[src/hw/nxh_pkg.sv]
// package: constants for the nibble expander host controller
package nxh_pkg;
  localparam int unsigned CLK_PERIOD_NS  = 40;
  // device timing figures in ns (least times round up)
  localparam int unsigned T_CODE_SETUP_NS = 100;
  localparam int unsigned T_CODE_HOLD_NS  = 60;
  localparam int unsigned T_DATA_SETUP_NS = 200;
  localparam int unsigned T_DATA_HOLD_NS  = 20;
  localparam int unsigned T_STROBE_LOW_NS = 700;
  localparam int unsigned T_CS_NS         = 50;
  localparam int unsigned T_READ_ACC_NS   = 650;
  localparam int unsigned T_FLOAT_NS      = 150;
  localparam int unsigned T_CODE_SETUP_CYC = (T_CODE_SETUP_NS + CLK_PERIOD_NS - 1) / CLK_PERIOD_NS;
  localparam int unsigned T_CODE_HOLD_CYC  = (T_CODE_HOLD_NS + CLK_PERIOD_NS - 1) / CLK_PERIOD_NS;
  localparam int unsigned T_DATA_SETUP_CYC = (T_DATA_SETUP_NS + CLK_PERIOD_NS - 1) / CLK_PERIOD_NS;
  localparam int unsigned T_DATA_HOLD_CYC  = (T_DATA_HOLD_NS + CLK_PERIOD_NS - 1) / CLK_PERIOD_NS;
  localparam int unsigned T_STROBE_LOW_CYC = (T_STROBE_LOW_NS + CLK_PERIOD_NS - 1) / CLK_PERIOD_NS;
  localparam int unsigned T_CS_CYC         = (T_CS_NS + CLK_PERIOD_NS - 1) / CLK_PERIOD_NS;
  // read: wait out access time plus the three-flop input sampler
  localparam int unsigned T_READ_ACC_CYC   = (T_READ_ACC_NS + CLK_PERIOD_NS - 1) / CLK_PERIOD_NS + 3;
  localparam int unsigned T_FLOAT_CYC      = (T_FLOAT_NS + CLK_PERIOD_NS - 1) / CLK_PERIOD_NS;
  localparam int unsigned CNT_W            = 6;
  // command nibble fields
  localparam int unsigned PORT_LSB = 0;
  localparam int unsigned OP_LSB   = 2;
  localparam logic [1:0] OP_READ  = 2'h0;
  localparam logic [1:0] OP_WRITE = 2'h1;
  localparam logic [1:0] OP_OR    = 2'h2;
  localparam logic [1:0] OP_AND   = 2'h3;
  localparam logic [3:0] NIBBLE_RST = 4'h0;
  typedef enum logic [7:0] {
    ST_IDLE   = 8'h01,
    ST_SELECT = 8'h02,
    ST_CMD    = 8'h04,
    ST_CHOLD  = 8'h08,
    ST_LOW    = 8'h10,
    ST_RISE   = 8'h20,
    ST_DHOLD  = 8'h40,
    ST_DESEL  = 8'h80
  } nxh_state_t;
endpackage

[src/hw/nxh_sync.sv]
// three-flop synchroniser for the nibble bus input
`timescale 1ns/10ps
module nxh_sync #(
  parameter int unsigned WIDTH = 4
) (
  input  wire logic             clk_in,   // system clock
  input  wire logic             rst_n_in, // async reset, active low
  input  wire logic [WIDTH-1:0] d_in,     // asynchronous input
  output logic      [WIDTH-1:0] q_out     // filtered value
);
  logic [WIDTH-1:0] s1_reg;
  logic [WIDTH-1:0] s2_reg;
  logic [WIDTH-1:0] s3_reg;
  logic [WIDTH-1:0] q_reg;

  always_ff @(posedge clk_in or negedge rst_n_in) begin
    if (!rst_n_in) begin
      s1_reg <= '0;
      s2_reg <= '0;
      s3_reg <= '0;
    end else begin
      s1_reg <= d_in;
      s2_reg <= s1_reg;
      s3_reg <= s2_reg;
    end
  end

  // accept a change only once second and third stages agree
  always_ff @(posedge clk_in or negedge rst_n_in) begin
    if (!rst_n_in) begin
      q_reg <= '0;
    end else if (s2_reg == s3_reg) begin
      q_reg <= s3_reg;
    end
  end

  assign q_out = q_reg;
endmodule // nxh_sync

[src/hw/nxh_host.sv]
// host controller driving a four-port nibble i/o expander
//
// Overview of operation
// - host holds data nibble stable across the rising strobe edge.
// - each transfer is one command nibble then one data nibble.
// - host makes strobe pulse: fall marks command, rise marks data.
// - several expanders are selected by separate chip select lines.
// - host should discard first read after switching a port from write; this controller returns it flagged on rsp_stale_out.
`timescale 1ns/10ps
module nxh_host #(
  parameter int unsigned NUM_DEV = 1 // expanders sharing the nibble bus
) (
  input  wire logic                       clk_in,        // 25 MHz clock
  input  wire logic                       rst_n_in,      // async reset, active low
  input  wire logic                       req_valid_in,  // request present
  output logic                            req_ready_out, // request taken this cycle
  input  wire logic [1:0]                 req_op_in,     // 0 read 1 write 2 or 3 and
  input  wire logic [1:0]                 req_port_in,   // 0..3 selects port 4..7
  input  wire logic [$clog2(NUM_DEV+1)-1:0] req_dev_in,  // which expander
  input  wire logic [3:0]                 req_data_in,   // write nibble
  output logic                            rsp_valid_out, // one-cycle done pulse
  output logic [3:0]                      rsp_data_out,  // read nibble
  output logic                            rsp_stale_out, // first read after write
  output logic                            transfer_strobe_out, // strobe pin
  output logic [NUM_DEV-1:0]              chip_sel_n_out,      // chip selects, low active
  input  wire logic [3:0]                 nibble_bus_in,       // bus pin level
  output logic [3:0]                      nibble_bus_out,      // bus drive value
  output logic                            nibble_bus_oe_out    // high while host drives
);
  nxh_pkg::nxh_state_t state_reg;
  nxh_pkg::nxh_state_t state_next;
  logic [nxh_pkg::CNT_W-1:0] cnt_reg;
  logic [1:0]  op_reg;
  logic [1:0]  port_reg;
  logic [3:0]  data_reg;
  logic [NUM_DEV-1:0] sel_reg;
  logic [3:0]  bus_sync;
  logic [3:0]  nib_reg;
  logic        oe_reg;
  logic        strobe_reg;
  logic [NUM_DEV-1:0] cs_n_reg;
  logic [3:0]  rdata_reg;
  logic        rsp_reg;
  logic        stale_reg;
  logic [4*NUM_DEV-1:0] written_reg; // per port: last access was a write
  logic        cnt_done;
  logic        is_read;

  assign cnt_done = (cnt_reg == '0);
  assign is_read  = (op_reg == nxh_pkg::OP_READ);

  nxh_sync #(
    .WIDTH (4)
  ) u_sync (
    .clk_in   (clk_in),
    .rst_n_in (rst_n_in),
    .d_in     (nibble_bus_in),
    .q_out    (bus_sync)
  );

  always_comb begin
    state_next = state_reg;
    case (state_reg)
      nxh_pkg::ST_IDLE:   if (req_valid_in) state_next = nxh_pkg::ST_SELECT;
      nxh_pkg::ST_SELECT: if (cnt_done) state_next = nxh_pkg::ST_CMD;
      nxh_pkg::ST_CMD:    if (cnt_done) state_next = nxh_pkg::ST_CHOLD;
      nxh_pkg::ST_CHOLD:  if (cnt_done) state_next = nxh_pkg::ST_LOW;
      nxh_pkg::ST_LOW:    if (cnt_done) state_next = nxh_pkg::ST_RISE;
      nxh_pkg::ST_RISE:   state_next = nxh_pkg::ST_DHOLD;
      nxh_pkg::ST_DHOLD:  if (cnt_done) state_next = nxh_pkg::ST_DESEL;
      nxh_pkg::ST_DESEL:  if (cnt_done) state_next = nxh_pkg::ST_IDLE;
      default:            state_next = nxh_pkg::ST_IDLE;
    endcase
  end

  always_ff @(posedge clk_in or negedge rst_n_in) begin
    if (!rst_n_in) begin
      state_reg <= nxh_pkg::ST_IDLE;
    end else begin
      state_reg <= state_next;
    end
  end

  // wait counter, loaded on each state entry
  always_ff @(posedge clk_in or negedge rst_n_in) begin
    if (!rst_n_in) begin
      cnt_reg <= '0;
    end else if (state_next != state_reg) begin
      case (state_next)
        nxh_pkg::ST_SELECT: cnt_reg <= nxh_pkg::CNT_W'(nxh_pkg::T_CS_CYC);
        nxh_pkg::ST_CMD:    cnt_reg <= nxh_pkg::CNT_W'(nxh_pkg::T_CODE_SETUP_CYC);
        nxh_pkg::ST_CHOLD:  cnt_reg <= nxh_pkg::CNT_W'(nxh_pkg::T_CODE_HOLD_CYC);
        // low phase covers pulse width, data setup and read access
        nxh_pkg::ST_LOW:    cnt_reg <= nxh_pkg::CNT_W'(nxh_pkg::T_STROBE_LOW_CYC
                                        + nxh_pkg::T_READ_ACC_CYC);
        nxh_pkg::ST_DHOLD:  cnt_reg <= nxh_pkg::CNT_W'(nxh_pkg::T_DATA_HOLD_CYC
                                        + nxh_pkg::T_FLOAT_CYC);
        nxh_pkg::ST_DESEL:  cnt_reg <= nxh_pkg::CNT_W'(nxh_pkg::T_CS_CYC);
        default:            cnt_reg <= '0;
      endcase
    end else if (!cnt_done) begin
      cnt_reg <= cnt_reg - 1'b1;
    end
  end

  // request capture
  always_ff @(posedge clk_in or negedge rst_n_in) begin
    if (!rst_n_in) begin
      op_reg   <= nxh_pkg::OP_READ;
      port_reg <= 2'h0;
      data_reg <= nxh_pkg::NIBBLE_RST;
      sel_reg  <= '0;
    end else if (state_reg == nxh_pkg::ST_IDLE && req_valid_in) begin
      op_reg   <= req_op_in;
      port_reg <= req_port_in;
      data_reg <= req_data_in;
      for (int i = 0; i < NUM_DEV; i++) begin
        sel_reg[i] <= (req_dev_in == i[$clog2(NUM_DEV+1)-1:0]);
      end
    end
  end

  // chip select frames the whole transfer
  always_ff @(posedge clk_in or negedge rst_n_in) begin
    if (!rst_n_in) begin
      cs_n_reg <= '1;
    end else if (state_next == nxh_pkg::ST_IDLE || state_reg == nxh_pkg::ST_IDLE) begin
      // sel_reg is still the previous device on the take edge; wait a cycle to avoid selecting it
      cs_n_reg <= '1;
    end else begin
      cs_n_reg <= ~sel_reg;
    end
  end

  // strobe: falls after command setup, rises after low phase
  always_ff @(posedge clk_in or negedge rst_n_in) begin
    if (!rst_n_in) begin
      strobe_reg <= 1'b1;
    end else begin
      strobe_reg <= !(state_next == nxh_pkg::ST_CHOLD || state_next == nxh_pkg::ST_LOW);
    end
  end

  // nibble bus drive
  always_ff @(posedge clk_in or negedge rst_n_in) begin
    if (!rst_n_in) begin
      nib_reg <= nxh_pkg::NIBBLE_RST;
      oe_reg  <= 1'b0;
    end else begin
      case (state_next)
        nxh_pkg::ST_CMD, nxh_pkg::ST_CHOLD: begin
          nib_reg <= {op_reg, port_reg};
          oe_reg  <= 1'b1;
        end
        nxh_pkg::ST_LOW, nxh_pkg::ST_RISE, nxh_pkg::ST_DHOLD: begin
          nib_reg <= data_reg;
          oe_reg  <= !is_read;
        end
        default: begin
          nib_reg <= nib_reg;
          oe_reg  <= 1'b0;
        end
      endcase
    end
  end

  // read data sampled just before strobe rises
  always_ff @(posedge clk_in or negedge rst_n_in) begin
    if (!rst_n_in) begin
      rdata_reg <= nxh_pkg::NIBBLE_RST;
    end else if (state_reg == nxh_pkg::ST_LOW && cnt_done && is_read) begin
      rdata_reg <= bus_sync;
    end
  end

  // track ports whose last access was a write, flag stale reads
  always_ff @(posedge clk_in or negedge rst_n_in) begin
    if (!rst_n_in) begin
      written_reg <= '0;
      stale_reg   <= 1'b0;
    end else if (state_reg == nxh_pkg::ST_RISE) begin
      for (int d = 0; d < NUM_DEV; d++) begin
        if (sel_reg[d]) begin
          written_reg[4*d + int'(port_reg)] <= !is_read;
          if (is_read) begin
            stale_reg <= written_reg[4*d + int'(port_reg)];
          end
        end
      end
      if (!is_read) begin
        stale_reg <= 1'b0;
      end
    end
  end

  // done pulse on the same edge as chip select release, after bus floated
  always_ff @(posedge clk_in or negedge rst_n_in) begin
    if (!rst_n_in) begin
      rsp_reg <= 1'b0;
    end else begin
      rsp_reg <= (state_reg == nxh_pkg::ST_DESEL && cnt_done);
    end
  end

  assign req_ready_out       = (state_reg == nxh_pkg::ST_IDLE);
  assign rsp_valid_out       = rsp_reg;
  assign rsp_data_out        = rdata_reg;
  assign rsp_stale_out       = stale_reg;
  assign transfer_strobe_out = strobe_reg;
  assign chip_sel_n_out      = cs_n_reg;
  assign nibble_bus_out      = nib_reg;
  assign nibble_bus_oe_out   = oe_reg;
endmodule // nxh_host

[config.mk]
export PLATFORM = sky130hd
export DESIGN_NAME = nxh_host
export DESIGN_NICKNAME = d
export VERILOG_FILES = /design/src/hw/nxh_pkg.sv /design/src/hw/nxh_sync.sv /design/src/hw/nxh_host.sv
export SDC_FILE = /design/constraint.sdc
export NUM_CORES = 1
export LEC_CHECK = 0
export ABC_AREA = 1
export ABC_CLOCK_PERIOD_IN_PS = 1700
export BUFFER_PORTS_ARGS = -buffer_cell sky130_fd_sc_hd__buf_2
export CAP_MARGIN = 10
export CORE_AREA = 2 2 74 76
export CTS_CLUSTER_SIZE = 24
export DETAILED_ROUTE_END_ITERATION = 12
export DIE_AREA = 0 0 76 78
export PLACE_DENSITY = 0.76
export SYNTH_ARGS = -nofsm -noshare
export SYNTH_HDL_FRONTEND = slang
export SYNTH_SLANG_ARGS = --single-unit
export TNS_END_PERCENT = 50
[constraint.sdc]
create_clock -name clk_in -period 1.7 [get_ports clk_in]
set_clock_uncertainty 0.15 [all_clocks]
set_input_delay 0.17 -clock clk_in [delete_from_list [all_inputs] [get_ports clk_in]]
set_output_delay 0.17 -clock clk_in [all_outputs]
set_load 0.005 [all_outputs]
==> results.yml, run 1 <==
pwr:
  leakagePower_nw: 1.94
  switchingPower_mw: 2.24
  p_comb_share_pct: 51.3
  p_int_mw: 3.17
  swShare_pct: 41.4
  irDropWorstVdd_mv: 0.925
  clockPowerShare_pct: 14.2
  power-per-cell-area_mw_per_mm2: 1410
  seqPwrFrac_pct: 34.5
placement:
  portBuffers: 29
  placed_cells: 449
  hpwl_mm: 4.14
  place.gp.congestion: 0.897
  placed_cell_area_mm2: 0.00318
clocking:
  clock_latency_ps: 330
  cts_sinks: 56
  cts.clk_slew.worst_paths_ps: 110
  clock_path_buffers: 2
  cts_buffers: 5
  cts_tree: "built"
  h-tree-depth: 2
  clockRootBuffer: "clkbuf_8"
detailed_routing:
  viasPerCell: 5.33
  vias: 2605
  dr.pass1.iters: 5
  ant_nets: 0
  drtIter0Drc: 245
  wl_per_cell_um: 15.7
  wirelength_mm: 7.67
  drcViolationCount: 0
final_layout:
  layoutNonFillerInstCount: 489
  stdcell_area_mm2: 0.00383
  drive_gt1_share_pct: 44.4
  nets: 435
  largest_register_ffs: 8
  fillerInstances: 296
  n_antenna_cell: 0
  syn2layout_area_growth_pct: 46.4
setup_path:
  rr_worst_depth: 11
  max_stage_delay_ps: 630
  critPathBufInv: 2
  crit_start: "state_reg[0]"
  r2r-end: "cnt_reg[3]"
  cp-start-kind: "flop"
  reg2reg_slack_ps: -460
  worstPathCellList: "inv_4, nand2_4, nor2_2, nand2_4, nor2_1, o21ai_1, nand2_1, nor2_4, nand4_4, buf_6, nor3_2"
  worst-path-max-fanout: 5
  crit_family: "simple AND/OR/NAND/NOR gates"
  cp.required_ps: 1810
  criticalPathCategory: "reg2reg"
  timing.rr.start: "state_reg[0]"
  path_common_cell: "nand2_4"
  worstPathArrival_ps: 2270
  cp-end-kind: "flop"
  cp_slowest_cell: "dfstp_2"
global_routing:
  grt_max_degree: 57
  grt_pass1_wl_mm: 10.8
  antenna_found_initial: 0
  grt_util_all_layers_pct: 23.0
  globalRoute.totalOverflow: 0
  grt_pass1_vias: 2410
synth:
  ys_seq_area_share_pct: 53.7
  synth_edf_count: 0
  synthDistinctLibCells: 29
  syn-num-nets: 327
  synth.most_common_cell: "nand2_1"
  ys_warn_count: 0
  synth.top_cells.by_count: "nand2_1 (81), dfrtp_1 (53), nor2_1 (40)"
  syn_area_mm2: 0.00262
  synthTopCellsByArea: "dfrtp_1 (51%), nand2_1 (12%), nor2_1 (5.7%)"
  syn_area_per_cell_um2: 8.45
  ys_seq_elements: 56
  synthFlopType: "dfrtp_1"
  netlist_instances: 310
  synthArstFlopShare_pct: 100
  yosysTopAreaCell: "dfrtp_1"
  netlist.area_leader.share_pct: 50.6
timing:
  period_share_pct: 127
  fmax_mhz: 464
  period_needed_ps: 2160
  relSlewSlack_pct: 70.9
  grt_setup_unrepaired: "yes"
  finalMaxSlewViolations: 0
  worst_slack_ps: -457
  setup_viol: 28
  max_slew.worst_pin.slew_ps: 435
  finalHoldViolCount: 0
die:
  die_area_mm2: 0.00593
  die-width_um: 76
  io_pins: 30
  core_mm2: 0.00504
  rows: 26
  die_h_um: 78
  initial_core_util_pct: 51.9
min_path:
  holdCritPathClass: "in2async"
outcome:
  violations: "negative setup slack"
  outcome: "complete, but fails checks"
flow_run:
  drv_cap: 0
## how the worst max path moves through the flow
stage          cells after the start  slack, ps         end
6_report                          11       -460  cnt_reg[3]
5_1_grt                           11       -490  cnt_reg[3]
4_1_cts                           13       -230  cnt_reg[1]
3_5_place_dp                      12       -320  cnt_reg[1]
3_3_place_gp                      13       -250  cnt_reg[1]
2_1_floorplan                     11        -80  cnt_reg[0]
## logic make-up (layout without fill, tap and decap cells)
| group | count (synthesis) | count (layout) | synth area share (%) |
|---|---|---|---|
| buffers and inverters | 43 | 151 | 6.55 |
| AOI/OAI and AO/OA | 36 | 36 | 7.74 |
| xor gates and xnor gates | 6 | 6 | 2.01 |
| adders and majority gates | 1 | 1 | 0.478 |
| DFF | 56 | 56 | 53.7 |
| and+or+nand+nor | 168 | 169 | 29.6 |
## what timing repair did
item	4_1_cts	5_1_grt
buffers inserted	8	11
endpoints found under the hold margin	69	0
hold buffers	14	0
gates cloned	1	0
pin swaps	18	24
gates resized for setup	36	57
setup endpoints to repair	28	34
## layer usage
layer  vias up  global-route usage, %  share of wire [%]
met2       122                   43.1                 53
met1      1255                   25.9                 37
met5         -                      0                  0
met3        38                   3.84                5.1
li1       1190                      -                  -
met4         0                   9.64                4.7
## worst reg2reg max path: cells and delay by family (launching register included)
kind / cells / cell delay, ps
simple gates: 8 / 880
compound gates: 1 / 230
buf+inv: 2 / 220
flops: 1 / 630
## per-stage QoR
step	hold slack [ps]	util, %	power [mW]	TNS (ps)	setup slack [ps]
6_report	203	76.0	5.41	-5660	-457
4_1_cts	193	71.3	4.88	-3290	-234
3_3_place_gp	35.9	63.1	3.69	-2780	-251
2_1_floorplan	-276	-	2.99	-338	-80.4
3_5_place_dp	44.0	63.1	3.76	-3750	-324
5_1_grt	221	76.0	5.71	-7570	-490
## power by group through the flow
| stage | Combinational [mW] | Clock (mW) | Sequential (mW) |
|---|---|---|---|
| CTS | 2.28 | 0.760 | 1.84 |
| finish | 2.77 | 0.767 | 1.87 |
| global route | 2.99 | 0.824 | 1.89 |
| global placement | 1.86 | 0 | 1.83 |
| detailed placement | 1.92 | 0 | 1.84 |
| floorplan | 1.18 | 0 | 1.81 |
## layout make-up
class	count	area [µm²]	share of cell area, %
clock inverters	3	22.5	0.587
flip-flops and latches	56	1410	36.7
well taps	70	87.6	2.28
clock buffers	5	68.8	1.80
repair buffers	102	774	20.2
inverters	41	164	4.28
multi-input cells	212	1310	34.1
## cells in the final DEF, fill, tap and decap left out, types with 2 or more instances in the layout
| master | Yosys | layout |
|---|---|---|
| buf_4 | 0 | 49 |
| nor2_1 | 40 | 24 |
| nand4_1 | 4 | 4 |
| nor2_4 | 1 | 11 |
| xor2_1 | 2 | 2 |
| o21ai_0 | 22 | 15 |
| buf_6 | 1 | 9 |
| nand2_1 | 81 | 66 |
| dfrtp_1 | 53 | 50 |
| nand3_1 | 19 | 9 |
| xnor2_1 | 4 | 4 |
| nand3_2 | 1 | 10 |
| dlygate4sd3_1 | 0 | 14 |
| nor3_1 | 2 | 2 |
| nand3_4 | 1 | 2 |
| dfstp_2 | 3 | 3 |
| inv_2 | 3 | 9 |
| inv_4 | 1 | 4 |
| nand2_2 | 7 | 17 |
| nor2_2 | 7 | 13 |
| a21oi_1 | 8 | 7 |
| nand4_4 | 1 | 2 |
| nand2_4 | 2 | 7 |
| o21ai_1 | 1 | 5 |
| clkbuf_8 | 0 | 5 |
| buf_2 | 0 | 29 |
| o21ai_2 | 1 | 4 |
| inv_1 | 37 | 28 |
| o211ai_1 | 3 | 3 |
| dfrtp_2 | 0 | 3 |
Power figures use the tool's default switching activity.
==> run 2: changes to the inputs <==
- ABC_CLOCK_PERIOD_IN_PS: 1700 -> 1900
- clock period: 1.7 -> 1.9 ns (I/O delays scaled with it)
==> results.yml, run 2 (same netlist as run 1, synthesis figures left out) <==
outcome:
  outcome: "complete, but fails checks"
  violations: "negative setup slack"
detailed_routing:
  wl_per_cell_um: 16.8
  ant_nets: 0
  vias: 2725
  drcViolationCount: 0
  drtIter0Drc: 267
  viasPerCell: 5.54
  dr.pass1.iters: 5
  wirelength_mm: 8.26
die:
  core_mm2: 0.00504
  die-width_um: 76
  rows: 26
  initial_core_util_pct: 51.9
  die_h_um: 78
  die_area_mm2: 0.00593
  io_pins: 30
timing:
  relSlewSlack_pct: 61.5
  setup_viol: 13
  max_slew.worst_pin.slew_ps: 576
  finalMaxSlewViolations: 0
  grt_setup_unrepaired: "yes"
  period_needed_ps: 2160
  worst_slack_ps: -260
  fmax_mhz: 463
  hold-worst-slack_ps: 197
  finalHoldViolCount: 0
  period_share_pct: 114
setup_path:
  worstPathArrival_ps: 2280
  timing.rr.start: "cnt_reg[1]"
  crit_start: "cnt_reg[1]"
  cp-start-kind: "flop"
  rr_worst_depth: 13
  worst-path-max-fanout: 6
  crit_family: "simple AND/OR/NAND/NOR gates"
  cp-end-kind: "flop"
  critPathBufInv: 4
  reg2reg_slack_ps: -260
  r2r-end: "cnt_reg[5]"
  cp_slowest_cell: "dfrtp_1"
  worstPathCellList: "inv_2, ha_4, nand3_4, buf_6, buf_4, nor2_1, o21ai_1, nand2_2, nor2_4, nand4_4, nand2_2, inv_2, nor2_2"
  cp.required_ps: 2020
  max_stage_delay_ps: 390
  criticalPathCategory: "reg2reg"
global_routing:
  grt_util_all_layers_pct: 24.2
  antenna_found_initial: 0
  globalRoute.totalOverflow: 0
  grt_use_met3_pct: 5.12
  grt_pass1_wl_mm: 11.3
  grt_max_degree: 24
  grt_pass1_vias: 2501
  grt_util_met1_pct: 26.4
  top_usage_layer: "met2"
  grtUsageMet2_pct: 44.9
placement:
  portBuffers: 29
  dpl_worst_slack_ps: -149
  hpwl_mm: 4.04
  place.gp.congestion: 0.922
clocking:
  cts_buffers: 5
  clock_path_buffers: 2
  cts_sinks: 56
  cts.clk_slew.worst_paths_ps: 120
  clock_latency_ps: 330
  cts_tree: "built"
  h-tree-depth: 2
  clockRootBuffer: "clkbuf_8"
final_layout:
  drive_gt1_share_pct: 45.3
  layout_commonest_cell: "nand2_1"
  regArea_mm2: 0.00141
  layout_common_cells: "nand2_1 (66), buf_4 (55), dfrtp_1 (47), buf_2 (29)"
  fillerInstances: 285
  largest_register_ffs: 8
  n_antenna_cell: 0
  syn2layout_area_growth_pct: 48.1
  multi_input_area_mm2: 0.00132
  nets: 438
min_path:
  hold_end: "u_sync.s2_reg[0]"
  holdCritPathClass: "reg2reg"
  holdPathStages: 0
  worstHoldStart: "u_sync.s1_reg[0]"
pwr:
  leakagePower_nw: 1.95
  power-per-cell-area_mw_per_mm2: 1330
  fin_total_pwr_mw: 5.14
  irDropWorstVdd_mv: 0.936
flow_run:
  drv_cap: 0
[run 2: cell types whose count changed in the layout (fill, tap and decap cells not counted), moves of 3 or more]
cell and delta:
inv_2 +4, dfrtp_2 +3, inv_4 -3, buf_6 -3, buf_4 +6, dfrtp_1 -3
[run 2: metal layers]
layer	part of all wire (%)	vias up
met4	6.0	0
li1	-	1201
met5	0	-
met1	37	1295
met2	51	171
met3	5.8	58
[run 2: through the flow]
step,utilization [%],TNS (ps),std cells,cell area (µm²)
after global placement,61.6,-247,441,3100
after CTS,70.6,-283,479,3560
after global routing,76.9,-3220,492,3880
final,76.9,-1460,492,3880
after floorplan,-,0,310,2620
after detailed placement,61.6,-695,441,3100
[run 2: layout make-up]
| type | instances | area share, % |
|---|---|---|
| Clock buffer | 5 | 1.77 |
| Clock inverter | 3 | 1.19 |
| Inverter | 41 | 4.16 |
| Multi-Input combinational cell | 212 | 33.9 |
| Sequential cell | 56 | 36.4 |
| Tap cell | 70 | 2.26 |
| Timing Repair Buffer | 105 | 20.3 |
[run 2: worst max path at each step]
stage	to	slack [ps]	cells after the start
floorplan	cnt_reg[0]	1	11
global placement	cnt_reg[2]	-60	13
detailed placement	cnt_reg[1]	-150	13
CTS	cnt_reg[1]	-70	13
global route	cnt_reg[5]	-310	13
finish	cnt_reg[5]	-260	13
[run 2: repair_timing]
action,4_1_cts,5_1_grt
endpoints found under the hold margin,31,0
pin swaps,17,28
gates resized for setup,27,69
setup buffers,15,13
setup endpoints to repair,10,25
hold buffers,14,0
gates cloned,1,0
[run 2: where the power goes]
part,internal (mW),switching [mW]
clock network,0.398,0.424
registers,1.47,0.201
logic,1.14,1.52
[run 2: worst reg2reg max path, delay by kind of cell (launching register included)]
family	cells	cell delay, ps
adders and majority gates	1	170
and+or+nand+nor	7	890
DFF	1	390
AOI/OAI and AO/OA	1	170
buffers and inverters	4	340
